**config.mk**
```make
export PLATFORM = sky130hd
export DESIGN_NAME = bwm_match
export DESIGN_NICKNAME = d
export VERILOG_FILES = /design/src/rtl/bwm_pkg.sv /design/src/rtl/bwm_break_cmp.sv /design/src/rtl/bwm_match.sv /design/src/rtl/bwm_watch_cmp.sv
export SDC_FILE = /design/constraint.sdc
export NUM_CORES = 2
export LEC_CHECK = 0
export BUFFER_PORTS_ARGS = -buffer_cell sky130_fd_sc_hd__buf_2
export CAP_MARGIN = 40
export CORE_MARGIN = 5
export CORE_UTILIZATION = 55
export DETAILED_ROUTE_END_ITERATION = 6
export PLACE_DENSITY = 0.73
export SYNTH_ARGS = -nofsm -noshare
export SYNTH_HDL_FRONTEND = slang
export SYNTH_SLANG_ARGS = --single-unit
```
**constraint.sdc**
```tcl
create_clock -name core_clk -period 2.9 [get_ports core_clk]
set_clock_uncertainty 0.1 [all_clocks]
set_input_delay 0.145 -clock core_clk [delete_from_list [all_inputs] [get_ports core_clk]]
set_output_delay 0.145 -clock core_clk [all_outputs]
set_load 0.02 [all_outputs]
```
**src/rtl/bwm_pkg.sv**
```systemverilog
// Purpose: Shared constants and decode helpers for breakpoint/watchpoint matching
// Assumes: Register numbers 64..127 on the core debug register port
// Notes:   Byte lanes are little-endian offsets within the word
package bwm_pkg;

  // Register number groups (reg_num[6:4]) and the pair index width
  localparam logic [2:0] GRP_BREAK_VALUE   = 3'h4;
  localparam logic [2:0] GRP_BREAK_CONTROL = 3'h5;
  localparam logic [2:0] GRP_WATCH_VALUE   = 3'h6;
  localparam logic [2:0] GRP_WATCH_CONTROL = 3'h7;
  localparam int         PAIR_IDX_W        = 4;

  // Control word fields
  localparam int EN_BIT      = 0;
  localparam int PRIV_LSB    = 1;
  localparam int ACC_LSB     = 3;
  localparam int BSEL_LSB    = 5;
  localparam int LINK_LSB    = 16;
  localparam int LINK_EN_BIT = 20;
  localparam int CTX_BIT     = 21;
  localparam int MISM_BIT    = 22;

  // Writable bits and reset values
  localparam logic [31:0] BREAK_CTL_WMASK = 32'h007F_01E7;
  localparam logic [31:0] WATCH_CTL_WMASK = 32'h001F_01FF;
  localparam logic [31:0] WATCH_VAL_WMASK = 32'hFFFF_FFFC;
  localparam logic [31:0] ADDR_WORD_MASK  = 32'hFFFF_FFFC;
  localparam logic [31:0] REG_RESET       = 32'h0000_0000;

  // Privilege qualifier encodings
  localparam logic [1:0] PRIV_PRIVILEGED = 2'h1;
  localparam logic [1:0] PRIV_USER       = 2'h2;
  localparam logic [1:0] PRIV_EITHER     = 2'h3;

  // Meaning of bits 21:20
  localparam logic [1:0] MODE_ADDR        = 2'h0;
  localparam logic [1:0] MODE_ADDR_LINKED = 2'h1;
  localparam logic [1:0] MODE_CTX         = 2'h2;
  localparam logic [1:0] MODE_CTX_TARGET  = 2'h3;

  // Privilege qualifier; 00 is reserved and never passes
  function automatic logic priv_ok(input logic [1:0] fld, input logic is_priv);
    case (fld)
      PRIV_PRIVILEGED: priv_ok = is_priv;
      PRIV_USER:       priv_ok = !is_priv;
      PRIV_EITHER:     priv_ok = 1'b1;
      default:         priv_ok = 1'b0;
    endcase
  endfunction

  // Any selected byte lane touched
  function automatic logic lane_hit(input logic [3:0] bsel, input logic [3:0] lanes);
    lane_hit = |(bsel & lanes);
  endfunction

endpackage

```
**src/rtl/bwm_break_cmp.sv**
```systemverilog
// Purpose: Value comparison of one breakpoint pair
// Assumes: Fetch lanes are little-endian byte offsets of the committed bytes
// Notes:   Purely combinational; qualification and linking are done by the parent
`timescale 1ns/1ps
module bwm_break_cmp (
  input  wire logic [31:0] value_word,
  input  wire logic [31:0] control_word,
  input  wire logic [31:0] fetch_virtual_address,
  input  wire logic [3:0]  fetch_lanes,
  input  wire logic [31:0] context_id,
  output logic             addr_hit,
  output logic             ctx_eq
);

  logic       word_eq;
  logic       lanes_hit;
  logic [3:0] bsel;

  assign bsel      = control_word[bwm_pkg::BSEL_LSB +: 4];
  assign word_eq   = (value_word & bwm_pkg::ADDR_WORD_MASK) ==
                     (fetch_virtual_address & bwm_pkg::ADDR_WORD_MASK);
  assign lanes_hit = bwm_pkg::lane_hit(bsel, fetch_lanes);

  // Mismatch reverses the whole address and byte compare
  assign addr_hit  = control_word[bwm_pkg::MISM_BIT] ? !(word_eq && lanes_hit)
                                                     : (word_eq && lanes_hit);
  assign ctx_eq    = (value_word == context_id);

endmodule // bwm_break_cmp

```
**src/rtl/bwm_match.sv**
```systemverilog
// Purpose: Breakpoint and watchpoint pair registers and hit generation
// Assumes: All inputs come from core logic on core_clk; rst is the debug logic reset
// Notes:   Comparisons use copies of the registers taken at synchronisation events
`timescale 1ns/1ps
module bwm_match #(
  parameter int NUM_BP        = 6,
  parameter int NUM_WP        = 2,
  parameter int NUM_CTX_BP    = 2,
  parameter bit HAS_MISMATCH  = 1'b1
) (
  input  wire logic              core_clk,
  input  wire logic              rst,
  // Debug register port
  input  wire logic              reg_wr_en,
  input  wire logic              reg_rd_en,
  input  wire logic [6:0]        reg_num,
  input  wire logic [31:0]       reg_wdata,
  output logic [31:0]            reg_rdata,
  // Synchronisation events
  input  wire logic              pipeline_refetch_op,
  input  wire logic              exc_entry,
  input  wire logic              exc_return,
  // Core state
  input  wire logic [31:0]       context_id,
  input  wire logic              core_privileged,
  input  wire logic              monitor_mode_sel,
  input  wire logic              bytecode_state,
  // Instruction side
  input  wire logic              fetch_valid,
  input  wire logic [31:0]       fetch_virtual_address,
  input  wire logic [3:0]        fetch_lanes,
  input  wire logic              fetch_is_opcode,
  // Data side
  input  wire logic              data_valid,
  input  wire logic [31:0]       data_virtual_address,
  input  wire logic [3:0]        data_lanes,
  input  wire logic              data_is_load,
  input  wire logic              data_is_store,
  // Hits
  output logic [NUM_BP-1:0]      bp_hit,
  output logic [NUM_WP-1:0]      wp_hit
);

  localparam int LINK_SPACE = 1 << bwm_pkg::PAIR_IDX_W;

  typedef struct packed {
    logic [NUM_BP-1:0][31:0] bval;
    logic [NUM_BP-1:0][31:0] bctl;
    logic [NUM_BP-1:0][31:0] bval_act;
    logic [NUM_BP-1:0][31:0] bctl_act;
    logic [NUM_WP-1:0][31:0] wval;
    logic [NUM_WP-1:0][31:0] wctl;
    logic [NUM_WP-1:0][31:0] wval_act;
    logic [NUM_WP-1:0][31:0] wctl_act;
    logic [NUM_BP-1:0]       bp_hit;
    logic [NUM_WP-1:0]       wp_hit;
    logic [31:0]             rdata;
  } bwm_state_t;

  bwm_state_t state_r;
  bwm_state_t state_nxt;

  logic [NUM_BP-1:0]     bp_addr_hit;
  logic [NUM_BP-1:0]     bp_ctx_eq;
  logic [NUM_WP-1:0]     wp_local_hit;

  // Writable bits of one break control word, per pair capability
  function automatic logic [31:0] break_ctl_mask(input int idx);
    logic [31:0] m;
    m = bwm_pkg::BREAK_CTL_WMASK;
    if (idx < NUM_BP - NUM_CTX_BP) begin
      m[bwm_pkg::CTX_BIT] = 1'b0;
    end
    if (!HAS_MISMATCH) begin
      m[bwm_pkg::MISM_BIT] = 1'b0;
    end
    return m;
  endfunction

  // Bits 21:20 of a break control word
  function automatic logic [1:0] link_mode(input logic [31:0] ctl);
    return ctl[bwm_pkg::LINK_EN_BIT +: 2];
  endfunction

  // Register numbers of implemented pairs
  function automatic logic bp_idx_ok(input logic [3:0] n);
    return int'(n) < NUM_BP;
  endfunction

  function automatic logic wp_idx_ok(input logic [3:0] n);
    return int'(n) < NUM_WP;
  endfunction

  // One comparator per pair
  genvar gi;
  generate
    for (gi = 0; gi < NUM_BP; gi++) begin : g_bp
      bwm_break_cmp u_cmp (
        .value_word            (state_r.bval_act[gi]),
        .control_word          (state_r.bctl_act[gi]),
        .fetch_virtual_address (fetch_virtual_address),
        .fetch_lanes           (fetch_lanes),
        .context_id            (context_id),
        .addr_hit              (bp_addr_hit[gi]),
        .ctx_eq                (bp_ctx_eq[gi])
      );
    end
    for (gi = 0; gi < NUM_WP; gi++) begin : g_wp
      bwm_watch_cmp u_cmp (
        .watch_value           (state_r.wval_act[gi]),
        .watch_control         (state_r.wctl_act[gi]),
        .data_valid            (data_valid),
        .data_virtual_address  (data_virtual_address),
        .data_lanes            (data_lanes),
        .data_is_load          (data_is_load),
        .data_is_store         (data_is_store),
        .core_privileged       (core_privileged),
        .local_hit             (wp_local_hit[gi])
      );
    end
  endgenerate

  always_comb begin
    logic [LINK_SPACE-1:0]            ctx_ok;
    logic                             sync_evt;
    logic                             op_ok;
    logic                             own_priv;
    logic                             quiet;
    logic [1:0]                       mode;
    logic [bwm_pkg::PAIR_IDX_W-1:0]   lnk;
    logic [3:0]                       idx;

    ctx_ok    = '0;
    sync_evt  = 1'b0;
    op_ok     = 1'b0;
    own_priv  = 1'b0;
    quiet     = 1'b0;
    mode      = 2'h0;
    lnk       = '0;
    idx       = reg_num[3:0];
    state_nxt = state_r;

    // Register writes
    if (reg_wr_en) begin
      case (reg_num[6:4])
        bwm_pkg::GRP_BREAK_VALUE: begin
          if (bp_idx_ok(idx)) begin
            state_nxt.bval[idx] = reg_wdata;
          end
        end
        bwm_pkg::GRP_BREAK_CONTROL: begin
          if (bp_idx_ok(idx)) begin
            state_nxt.bctl[idx] = reg_wdata & break_ctl_mask(int'(idx));
          end
        end
        bwm_pkg::GRP_WATCH_VALUE: begin
          if (wp_idx_ok(idx)) begin
            state_nxt.wval[idx] = reg_wdata & bwm_pkg::WATCH_VAL_WMASK;
          end
        end
        bwm_pkg::GRP_WATCH_CONTROL: begin
          if (wp_idx_ok(idx)) begin
            state_nxt.wctl[idx] = reg_wdata & bwm_pkg::WATCH_CTL_WMASK;
          end
        end
        default: begin
        end
      endcase
    end

    // Register reads, zero for unimplemented numbers
    if (reg_rd_en) begin
      state_nxt.rdata = bwm_pkg::REG_RESET;
      case (reg_num[6:4])
        bwm_pkg::GRP_BREAK_VALUE: begin
          if (bp_idx_ok(idx)) begin
            state_nxt.rdata = state_r.bval[idx];
          end
        end
        bwm_pkg::GRP_BREAK_CONTROL: begin
          if (bp_idx_ok(idx)) begin
            state_nxt.rdata = state_r.bctl[idx];
          end
        end
        bwm_pkg::GRP_WATCH_VALUE: begin
          if (wp_idx_ok(idx)) begin
            state_nxt.rdata = state_r.wval[idx];
          end
        end
        bwm_pkg::GRP_WATCH_CONTROL: begin
          if (wp_idx_ok(idx)) begin
            state_nxt.rdata = state_r.wctl[idx];
          end
        end
        default: begin
        end
      endcase
    end

    // Comparators see new settings only at a synchronisation point
    sync_evt = pipeline_refetch_op || exc_entry || exc_return;
    // Copies include a write of the same cycle, so it is not lost
    if (sync_evt) begin
      state_nxt.bval_act = state_nxt.bval;
      state_nxt.bctl_act = state_nxt.bctl;
      state_nxt.wval_act = state_nxt.wval;
      state_nxt.wctl_act = state_nxt.wctl;
    end

    // Context-target pairs usable by linkers; context_id is compared live
    for (int i = 0; i < NUM_BP; i++) begin
      ctx_ok[i] = state_r.bctl_act[i][bwm_pkg::EN_BIT] &&
                  (link_mode(state_r.bctl_act[i]) ==
                   bwm_pkg::MODE_CTX_TARGET) &&
                  bp_ctx_eq[i];
    end

    // Operand bytes of byte-code never break
    op_ok = fetch_valid && (!bytecode_state || fetch_is_opcode);

    for (int i = 0; i < NUM_BP; i++) begin
      mode     = link_mode(state_r.bctl_act[i]);
      lnk      = state_r.bctl_act[i][bwm_pkg::LINK_LSB +: bwm_pkg::PAIR_IDX_W];
      own_priv = bwm_pkg::priv_ok(state_r.bctl_act[i][bwm_pkg::PRIV_LSB +: 2],
                                  core_privileged);
      // Keeps a monitor handler from trapping on its own code
      quiet    = monitor_mode_sel && core_privileged;
      state_nxt.bp_hit[i] = 1'b0;
      if (state_r.bctl_act[i][bwm_pkg::EN_BIT] && op_ok && own_priv) begin
        if (state_r.bctl_act[i][bwm_pkg::MISM_BIT]) begin
          // 0b10 mismatch; 0b11 reserved never hits
          state_nxt.bp_hit[i] = !state_r.bctl_act[i][bwm_pkg::CTX_BIT] &&
                                bp_addr_hit[i] && !quiet;
        end else begin
          case (mode)
            bwm_pkg::MODE_ADDR: begin
              state_nxt.bp_hit[i] = bp_addr_hit[i];
            end
            bwm_pkg::MODE_ADDR_LINKED: begin
              state_nxt.bp_hit[i] = bp_addr_hit[i] && (lnk != i[3:0]) &&
                                    ctx_ok[lnk];
            end
            bwm_pkg::MODE_CTX: begin
              state_nxt.bp_hit[i] = bp_ctx_eq[i] && !quiet;
            end
            default: begin
              state_nxt.bp_hit[i] = 1'b0;
            end
          endcase
        end
      end
    end

    // Watch links use the target's enable, mode and context
    for (int j = 0; j < NUM_WP; j++) begin
      lnk = state_r.wctl_act[j][bwm_pkg::LINK_LSB +: bwm_pkg::PAIR_IDX_W];
      state_nxt.wp_hit[j] = wp_local_hit[j] &&
                            (!state_r.wctl_act[j][bwm_pkg::LINK_EN_BIT] ||
                             ctx_ok[lnk]);
    end
  end

  always_ff @(posedge core_clk) begin
    if (rst) begin
      // Enables clear on debug logic reset
      state_r <= '0;
    end else begin
      state_r <= state_nxt;
    end
  end

  assign reg_rdata = state_r.rdata;
  assign bp_hit    = state_r.bp_hit;
  assign wp_hit    = state_r.wp_hit;

endmodule // bwm_match

```
**src/rtl/bwm_watch_cmp.sv**
```systemverilog
// Purpose: Local hit of one watchpoint pair, before linking
// Assumes: Swaps raise both load and store; exclusives raise one of them
// Notes:   Combinational
`timescale 1ns/1ps
module bwm_watch_cmp (
  input  wire logic [31:0] watch_value,
  input  wire logic [31:0] watch_control,
  input  wire logic        data_valid,
  input  wire logic [31:0] data_virtual_address,
  input  wire logic [3:0]  data_lanes,
  input  wire logic        data_is_load,
  input  wire logic        data_is_store,
  input  wire logic        core_privileged,
  output logic             local_hit
);

  logic [1:0] acc;
  logic       acc_ok;
  logic       addr_ok;

  assign acc     = watch_control[bwm_pkg::ACC_LSB +: 2];
  assign acc_ok  = (data_is_load && acc[0]) || (data_is_store && acc[1]);
  assign addr_ok = (watch_value[31:2] == data_virtual_address[31:2]) &&
                   bwm_pkg::lane_hit(watch_control[bwm_pkg::BSEL_LSB +: 4], data_lanes);
  assign local_hit = data_valid && watch_control[bwm_pkg::EN_BIT] && acc_ok && addr_ok &&
                     bwm_pkg::priv_ok(watch_control[bwm_pkg::PRIV_LSB +: 2],
                                      core_privileged);

endmodule // bwm_watch_cmp

```
# After elaboration in Yosys (flattened, before gate mapping)
# Cells that the tools add are included.
[classes]
magnitude_cmp = 14
eq_ne = 65
muxes = 77
bitwise_logic = 15
reduce_logical = 125
[ops]
columns = ["op", "n"]
rows = [
  ["192-bit 2-to-1 mux", 4],
  ["192-bit bitwise mux", 2],
  ["32-bit 2-to-1 mux", 12],
  ["384-bit 2-to-1 mux", 1],
  ["64-bit 2-to-1 mux", 4],
  ["30-bit == test", 8],
  ["32-bit binary-select mux with 3-bit select", 2],
  ["32-bit == test", 6],
  ["64-bit bitwise mux", 2],
  ["128-bit 2-to-1 mux", 1],
  ["32-bit case mux with 4 select lines", 1],
  ["32-bit demux with 3-bit select", 1],
  ["1-bit logical AND", 80],
  ["2-bit == test, second input constant", 28],
  ["1-bit case mux with 3 select lines", 14],
  ["4-bit by 5-bit less-than comparator with 1-bit output, second input constant", 8],
  ["32-bit by 23-bit bitwise AND with 32-bit output", 1],
  ["4-bit bitwise AND", 8],
  ["1-bit binary-select mux with 4-bit select", 8],
  ["32-bit demux with 1-bit select", 1],
  ["4-bit OR reduction", 8],
  ["2-bit by 1-bit == test with 1-bit output, second input constant", 14],
  ["1-bit 2-to-1 mux", 24],
  ["1-bit zero test", 17],
  ["13 further kinds", 41],
]
[totals]
reg_bits = 988
inputBits = 158
out_inout_bits = 40
elab_cells = 336

# Longest topological paths before layout
[logic_depth]
word_depth = 10
mapped_depth = 9
mapped_depth_nobuf = 7

# Modules after synthesis
# A second synthesis with hierarchy kept.
[unflattened]
cells_unflattened = 4823
hier_area_um2 = 45376.0
[by_module_without_submodules]
columns = ["module", "n_inst", "cells_each", "area_per_inst_um2", "seq_area_each_um2"]
rows = [
  ["bwm_match", 1, 4211, 40426.3, 21300.4],
  ["bwm_break_cmp", 6, 86, 698.2, 0.0],
  ["bwm_watch_cmp", 2, 48, 380.4, 0.0],
]

# Least setup slack after synthesis
# OpenSTA, ideal clock, no wires.
[synth_timing]
kind = "register to register"
start = "register state_r[545] in the netlist's numbering"
end = "register state_r, in the netlist wp_hit[0]"
setup_time_ns = 0.088
t_arrival_ns = 1.878
required_time_ns = 2.712
setup_slack_ns = 0.834
stages_incl_launch_ff = 8
n_path_buf = 0
synth_period_minus_slack_ns = 2.066
path_cell_list = "dfxtp_1 > xnor2_1 > nand4_1 > nor4_4 > nand3_2 > mux2_2 > a211o_1 > a311oi_2"
[synth_via]
elab_chain_cells = 6
[synth_lines]
columns = ["item", "line", "text"]
rows = [
  ["start, declared", "bwm_match.sv:60", "bwm_state_t state_r;"],
  ["start signal, assigned", "bwm_match.sv:268", "state_r <= state_nxt;"],
  ["32-bit == test", "bwm_break_cmp.sv:27", "assign ctx_eq = (value_word == context_id);"],
  ["1-bit logical AND", "bwm_match.sv:214", "bwm_pkg::MODE_CTX_TARGET) &&"],
  ["1-bit binary-select mux with 4-bit select", "bwm_match.sv:259", "ctx_ok[lnk]);"],
  ["1-bit 2-to-1 mux (not written as such)", "bwm_match.sv:259", ""],
  ["1-bit logical OR", "bwm_match.sv:258", "(!state_r.wctl_act[j][bwm_pkg::LINK_EN_BIT] ||"],
  ["1-bit logical AND", "bwm_match.sv:257", "state_nxt.wp_hit[j] = wp_local_hit[j] &&"],
]
# No other way between the ends. The select of a mux whose other input is x is not followed.
# A chain may end at the register's enable or synchronous reset.

# Worst setup path in the final report
[layout_timing]
start = "register state_r[574] in the netlist's numbering"
end = "register state_r, in the netlist bp_hit[0]"
[layout_via]
elab_chain_cells = 7
[layout_lines]
columns = ["item", "line", "text"]
rows = [
  ["32-bit == test", "bwm_break_cmp.sv:27", ""],
  ["1-bit logical AND", "bwm_match.sv:214", ""],
  ["1-bit binary-select mux with 4-bit select", "bwm_match.sv:241", "ctx_ok[lnk];"],
  ["1-bit 2-to-1 mux (not written as such)", "bwm_match.sv:241", ""],
  ["1-bit logical AND", "bwm_match.sv:240", "state_nxt.bp_hit[i] = bp_addr_hit[i] && (lnk != i[3:0]) &&"],
  ["1-bit case mux with 3 select lines", "bwm_match.sv:235", "case (mode)"],
  ["1-bit 2-to-1 mux", "bwm_match.sv:230", "if (state_r.bctl_act[i][bwm_pkg::MISM_BIT]) begin"],
]
# No other way between the ends. The select of a mux whose other input is x is not followed.

==> impl_metrics.env <==
export IMPL_crit_required_ps=3420
export IMPL_finalCriticalPeriod_ps=2820
export IMPL_dpl_hpwl_um=110000
export IMPL_leakagePower_nw=19.5
export IMPL_p_int_mw=21.8
export IMPL_pwr_share_comb=0.080
export IMPL_fmax_ghz=0.354
export IMPL_design_area_mm2=0.0472
export IMPL_dieHeight_um=284
export IMPL_placed_cell_area_mm2=0.0433
export IMPL_synth_top_area_share=0.445
export IMPL_max_slew_margin_rel=0.390
export IMPL_startpoint_type="register"
export IMPL_hold_violations=0
export IMPL_synth_flop_cell="dfxtp_1"
export IMPL_yosysMostFrequentCell="dfxtp_1"
export IMPL_synth_top_cell_by_area="dfxtp_1"
export IMPL_drtAntennaViolNets=0
export IMPL_clock_path_buffers=3
export IMPL_async_flop_share=0
export IMPL_antenna_found_initial=7
export IMPL_synth_seq_cells=916
export IMPL_tightest_slew_ps=915
export IMPL_fp_dieW_um=284
export IMPL_clk_latency_ps=670
export IMPL_yosysSeqAreaShare=0.445
export IMPL_cts_tree="yes"
export IMPL_path_buf_inv=3
export IMPL_root_buffer="clkbuf_16"
export IMPL_wl_per_cell_um=27.8
export IMPL_synth_warnings=0
export IMPL_vias=33420
export IMPL_core_mm2=0.0743
export IMPL_timing_rr_end="bp_hit[0]$_SDFF_PP0_"
export IMPL_crit_fanout=4
export IMPL_dp_slack_ps=-101
export IMPL_critPathMaxStageDelay_ps=400
export IMPL_power_per_cell_area_mw_per_mm2=614
export IMPL_cp_slowest_cell="nor4_4"
export IMPL_grt_start_max_net_pins=175
export IMPL_io_pins=198
export IMPL_whs_endpoint="bp_hit[4]$_SDFF_PP0_"
export IMPL_fin_nets=4527
export IMPL_remaining_drc_errors=0
export IMPL_drv_slew=0
export IMPL_synth_edf_count=0
export IMPL_cts_max_level=3
export IMPL_p_switching_mw=7.20
export IMPL_path_class="reg -> reg"
export IMPL_rsz0062_at_grt="no"
export IMPL_drt_total_wl_um=151000
export IMPL_portBuffers=193
export IMPL_period_share=0.973
export IMPL_yosys_top_cells_count="dfxtp_1, nor2_1, mux2i_1, a211oi_1, xnor2_1"
export IMPL_netlist_instances=4249
export IMPL_cts_buffers=96
export IMPL_grt_pass1_vias=31542
export IMPL_path_delay_family="simple AND/OR/NAND/NOR gates"
export IMPL_drv_cap=0
export IMPL_p_sw_frac=0.248
export IMPL_outcome="complete, no violations"
export IMPL_worst_slack_ps=77.1
export IMPL_ir_drop_mv=0.454
export IMPL_critical_path_most_common_cell="buf_4"
export IMPL_grt_pass1_wl_um=217000
export IMPL_path_cells="xnor2_1 -> nand4_1 -> nor4_4 -> buf_4 -> nand3_1 -> o311ai_1 -> buf_4 -> a41oi_1 -> o31ai_1 -> buf_4"
export IMPL_hold_path_cell_count=6
export IMPL_dieArea_mm2=0.0805
export IMPL_start_util=0.554
export IMPL_pwr_share_clk=0.474
export IMPL_rows=100
export IMPL_drt_iter0_drc=3834
export IMPL_gr_usage_all_layers=0.359
export IMPL_gr_total_overflow=0
export IMPL_final_util=0.636
export IMPL_crit_arrival_ps=3340
export IMPL_min_from="bytecode_state"
export IMPL_cts_sinks=916
export IMPL_r2r_start="state_r[574]$_SDFFE_PP0P_"
export IMPL_clk_pin_slew_worst_paths_ps=60
export IMPL_r2r_cells=10
export IMPL_finalPower_mw=29.0
export IMPL_fillers=6197
export IMPL_power_frac_seq=0.446
export IMPL_drive_gt1_frac=0.153
export IMPL_routabilityCongestion=0.993
export IMPL_min_path_type="in -> reg"
export IMPL_yosysUniqueCellTypes=68
export IMPL_avgSynthCellArea_um2=9.69
export IMPL_area_growth_synth_to_final_pct=14.7
export IMPL_end_kind="register"
export IMPL_ys_top_cells_by_area="dfxtp_1, mux2i_1, nor2_1"
export IMPL_syn_nets=4407
export IMPL_finalSetupViolations=0
export IMPL_reg2reg_slack_ps=80
export IMPL_synth_area_mm2=0.0412
export IMPL_via_per_inst=6.16
export IMPL_dr_pass1_iters=6
metal layers:
metal / routed length [um] / up-vias / global-route usage
met5: 38 / - / 0
met4: 8120 / 8 / 0.158
met3: 14500 / 340 / 0.0841
met2: 66100 / 1669 / 0.550
met1: 61900 / 16293 / 0.486
li1: - / 15110 / -
power groups by stage:
stage | Combinational [mW] | Sequential (mW) | Clock (mW)
after detailed placement | 2.21 | 13.2 | 0
after CTS | 2.26 | 12.9 | 13.8
after floorplan | 1.39 | 13.1 | 0
after global placement | 2.21 | 13.2 | 0
final | 2.32 | 12.9 | 13.7
after global routing | 2.41 | 12.9 | 14.4
worst register-to-register path, delay by kind of cell (launching register included):
family / cells / cell delay [ps]
simple gates: 3 / 860
compound gates: 3 / 640
xor+xnor: 1 / 390
flops: 1 / 350
buf+inv: 3 / 490
layout make-up:
type	instances	area, um2	share of cell area
well taps	969	1210	0.0257
clock inverters	48	805	0.0170
clock buffers	132	2770	0.0586
repair buffers	438	3240	0.0686
multi-input cells	2838	20600	0.436
inverters	79	297	0.00628
flip-flops and latches	916	18300	0.388
diodes	1	2.50	0.0000530
worst max path at each step:
stage / start / endpoint / slack, ps / depth (start not counted)
final: state_r[574]$_SDFFE_PP0P_ / bp_hit[0]$_SDFF_PP0_ / 80 / 10
after global routing: state_r[488]$_SDFFE_PP0P_ / bp_hit[3]$_SDFF_PP0_ / 10 / 12
after CTS: state_r[574]$_SDFFE_PP0P_ / bp_hit[0]$_SDFF_PP0_ / 70 / 10
after detailed placement: state_r[574]$_SDFFE_PP0P_ / bp_hit[0]$_SDFF_PP0_ / -100 / 10
after global placement: state_r[574]$_SDFFE_PP0P_ / bp_hit[0]$_SDFF_PP0_ / -90 / 10
after floorplan: state_r[545]$_SDFFE_PP0P_ / wp_hit[0]$_SDFF_PP0_ / 830 / 7
per-stage QoR:
stage	setup TNS, ps	cells	hold WS (ps)
after floorplan	0	4249	212
after CTS	0	5419	4.33
final	0	5421	18.9
after detailed placement	-101	5200	338
after global placement	-93.4	5197	336
after global routing	0	5421	40.0
registers in the layout, indices dropped and copies added, names as in the netlist, named ones only:
register and cells:
reg_rdata 32, wp_hit 2, state_r 804, bp_hit 6
cell families (layout without fill, tap and decap cells):
group | count (synthesis) | after routing | share of synthesized area
buffers and inverters | 495 | 697 | 0.0567
AND/OR/NAND/NOR | 1241 | 1241 | 0.141
AO/OA/AOI/OAI | 598 | 598 | 0.108
other | 0 | 1 | 0
multiplexers | 568 | 568 | 0.158
flip-flops | 916 | 916 | 0.445
XOR/XNOR | 431 | 431 | 0.0916
cell usage in the layout (no fill, tap or decap), drive strengths merged, types with 25 or more instances in the layout:
master	instances
nor4	57
mux2i	498
mux4	64
a311oi	35
o22ai	96
xor2	139
and2	153
dfxtp	916
clkinv	25
dlygate4sd3	39
clkbuf	132
nand4	100
nor2	791
a211oi	367
buf	399
xnor2	292
a22oi	42
inv	82
nand2	62
what timing repair did:
action,in CTS,in global routing
hold endpoints to repair,337,0
hold buffers,39,0
gates resized for setup,1,2
endpoints found under the setup margin,1,2
buffers inserted,0,0
No activity file was read; power rests on OpenSTA's default activity.
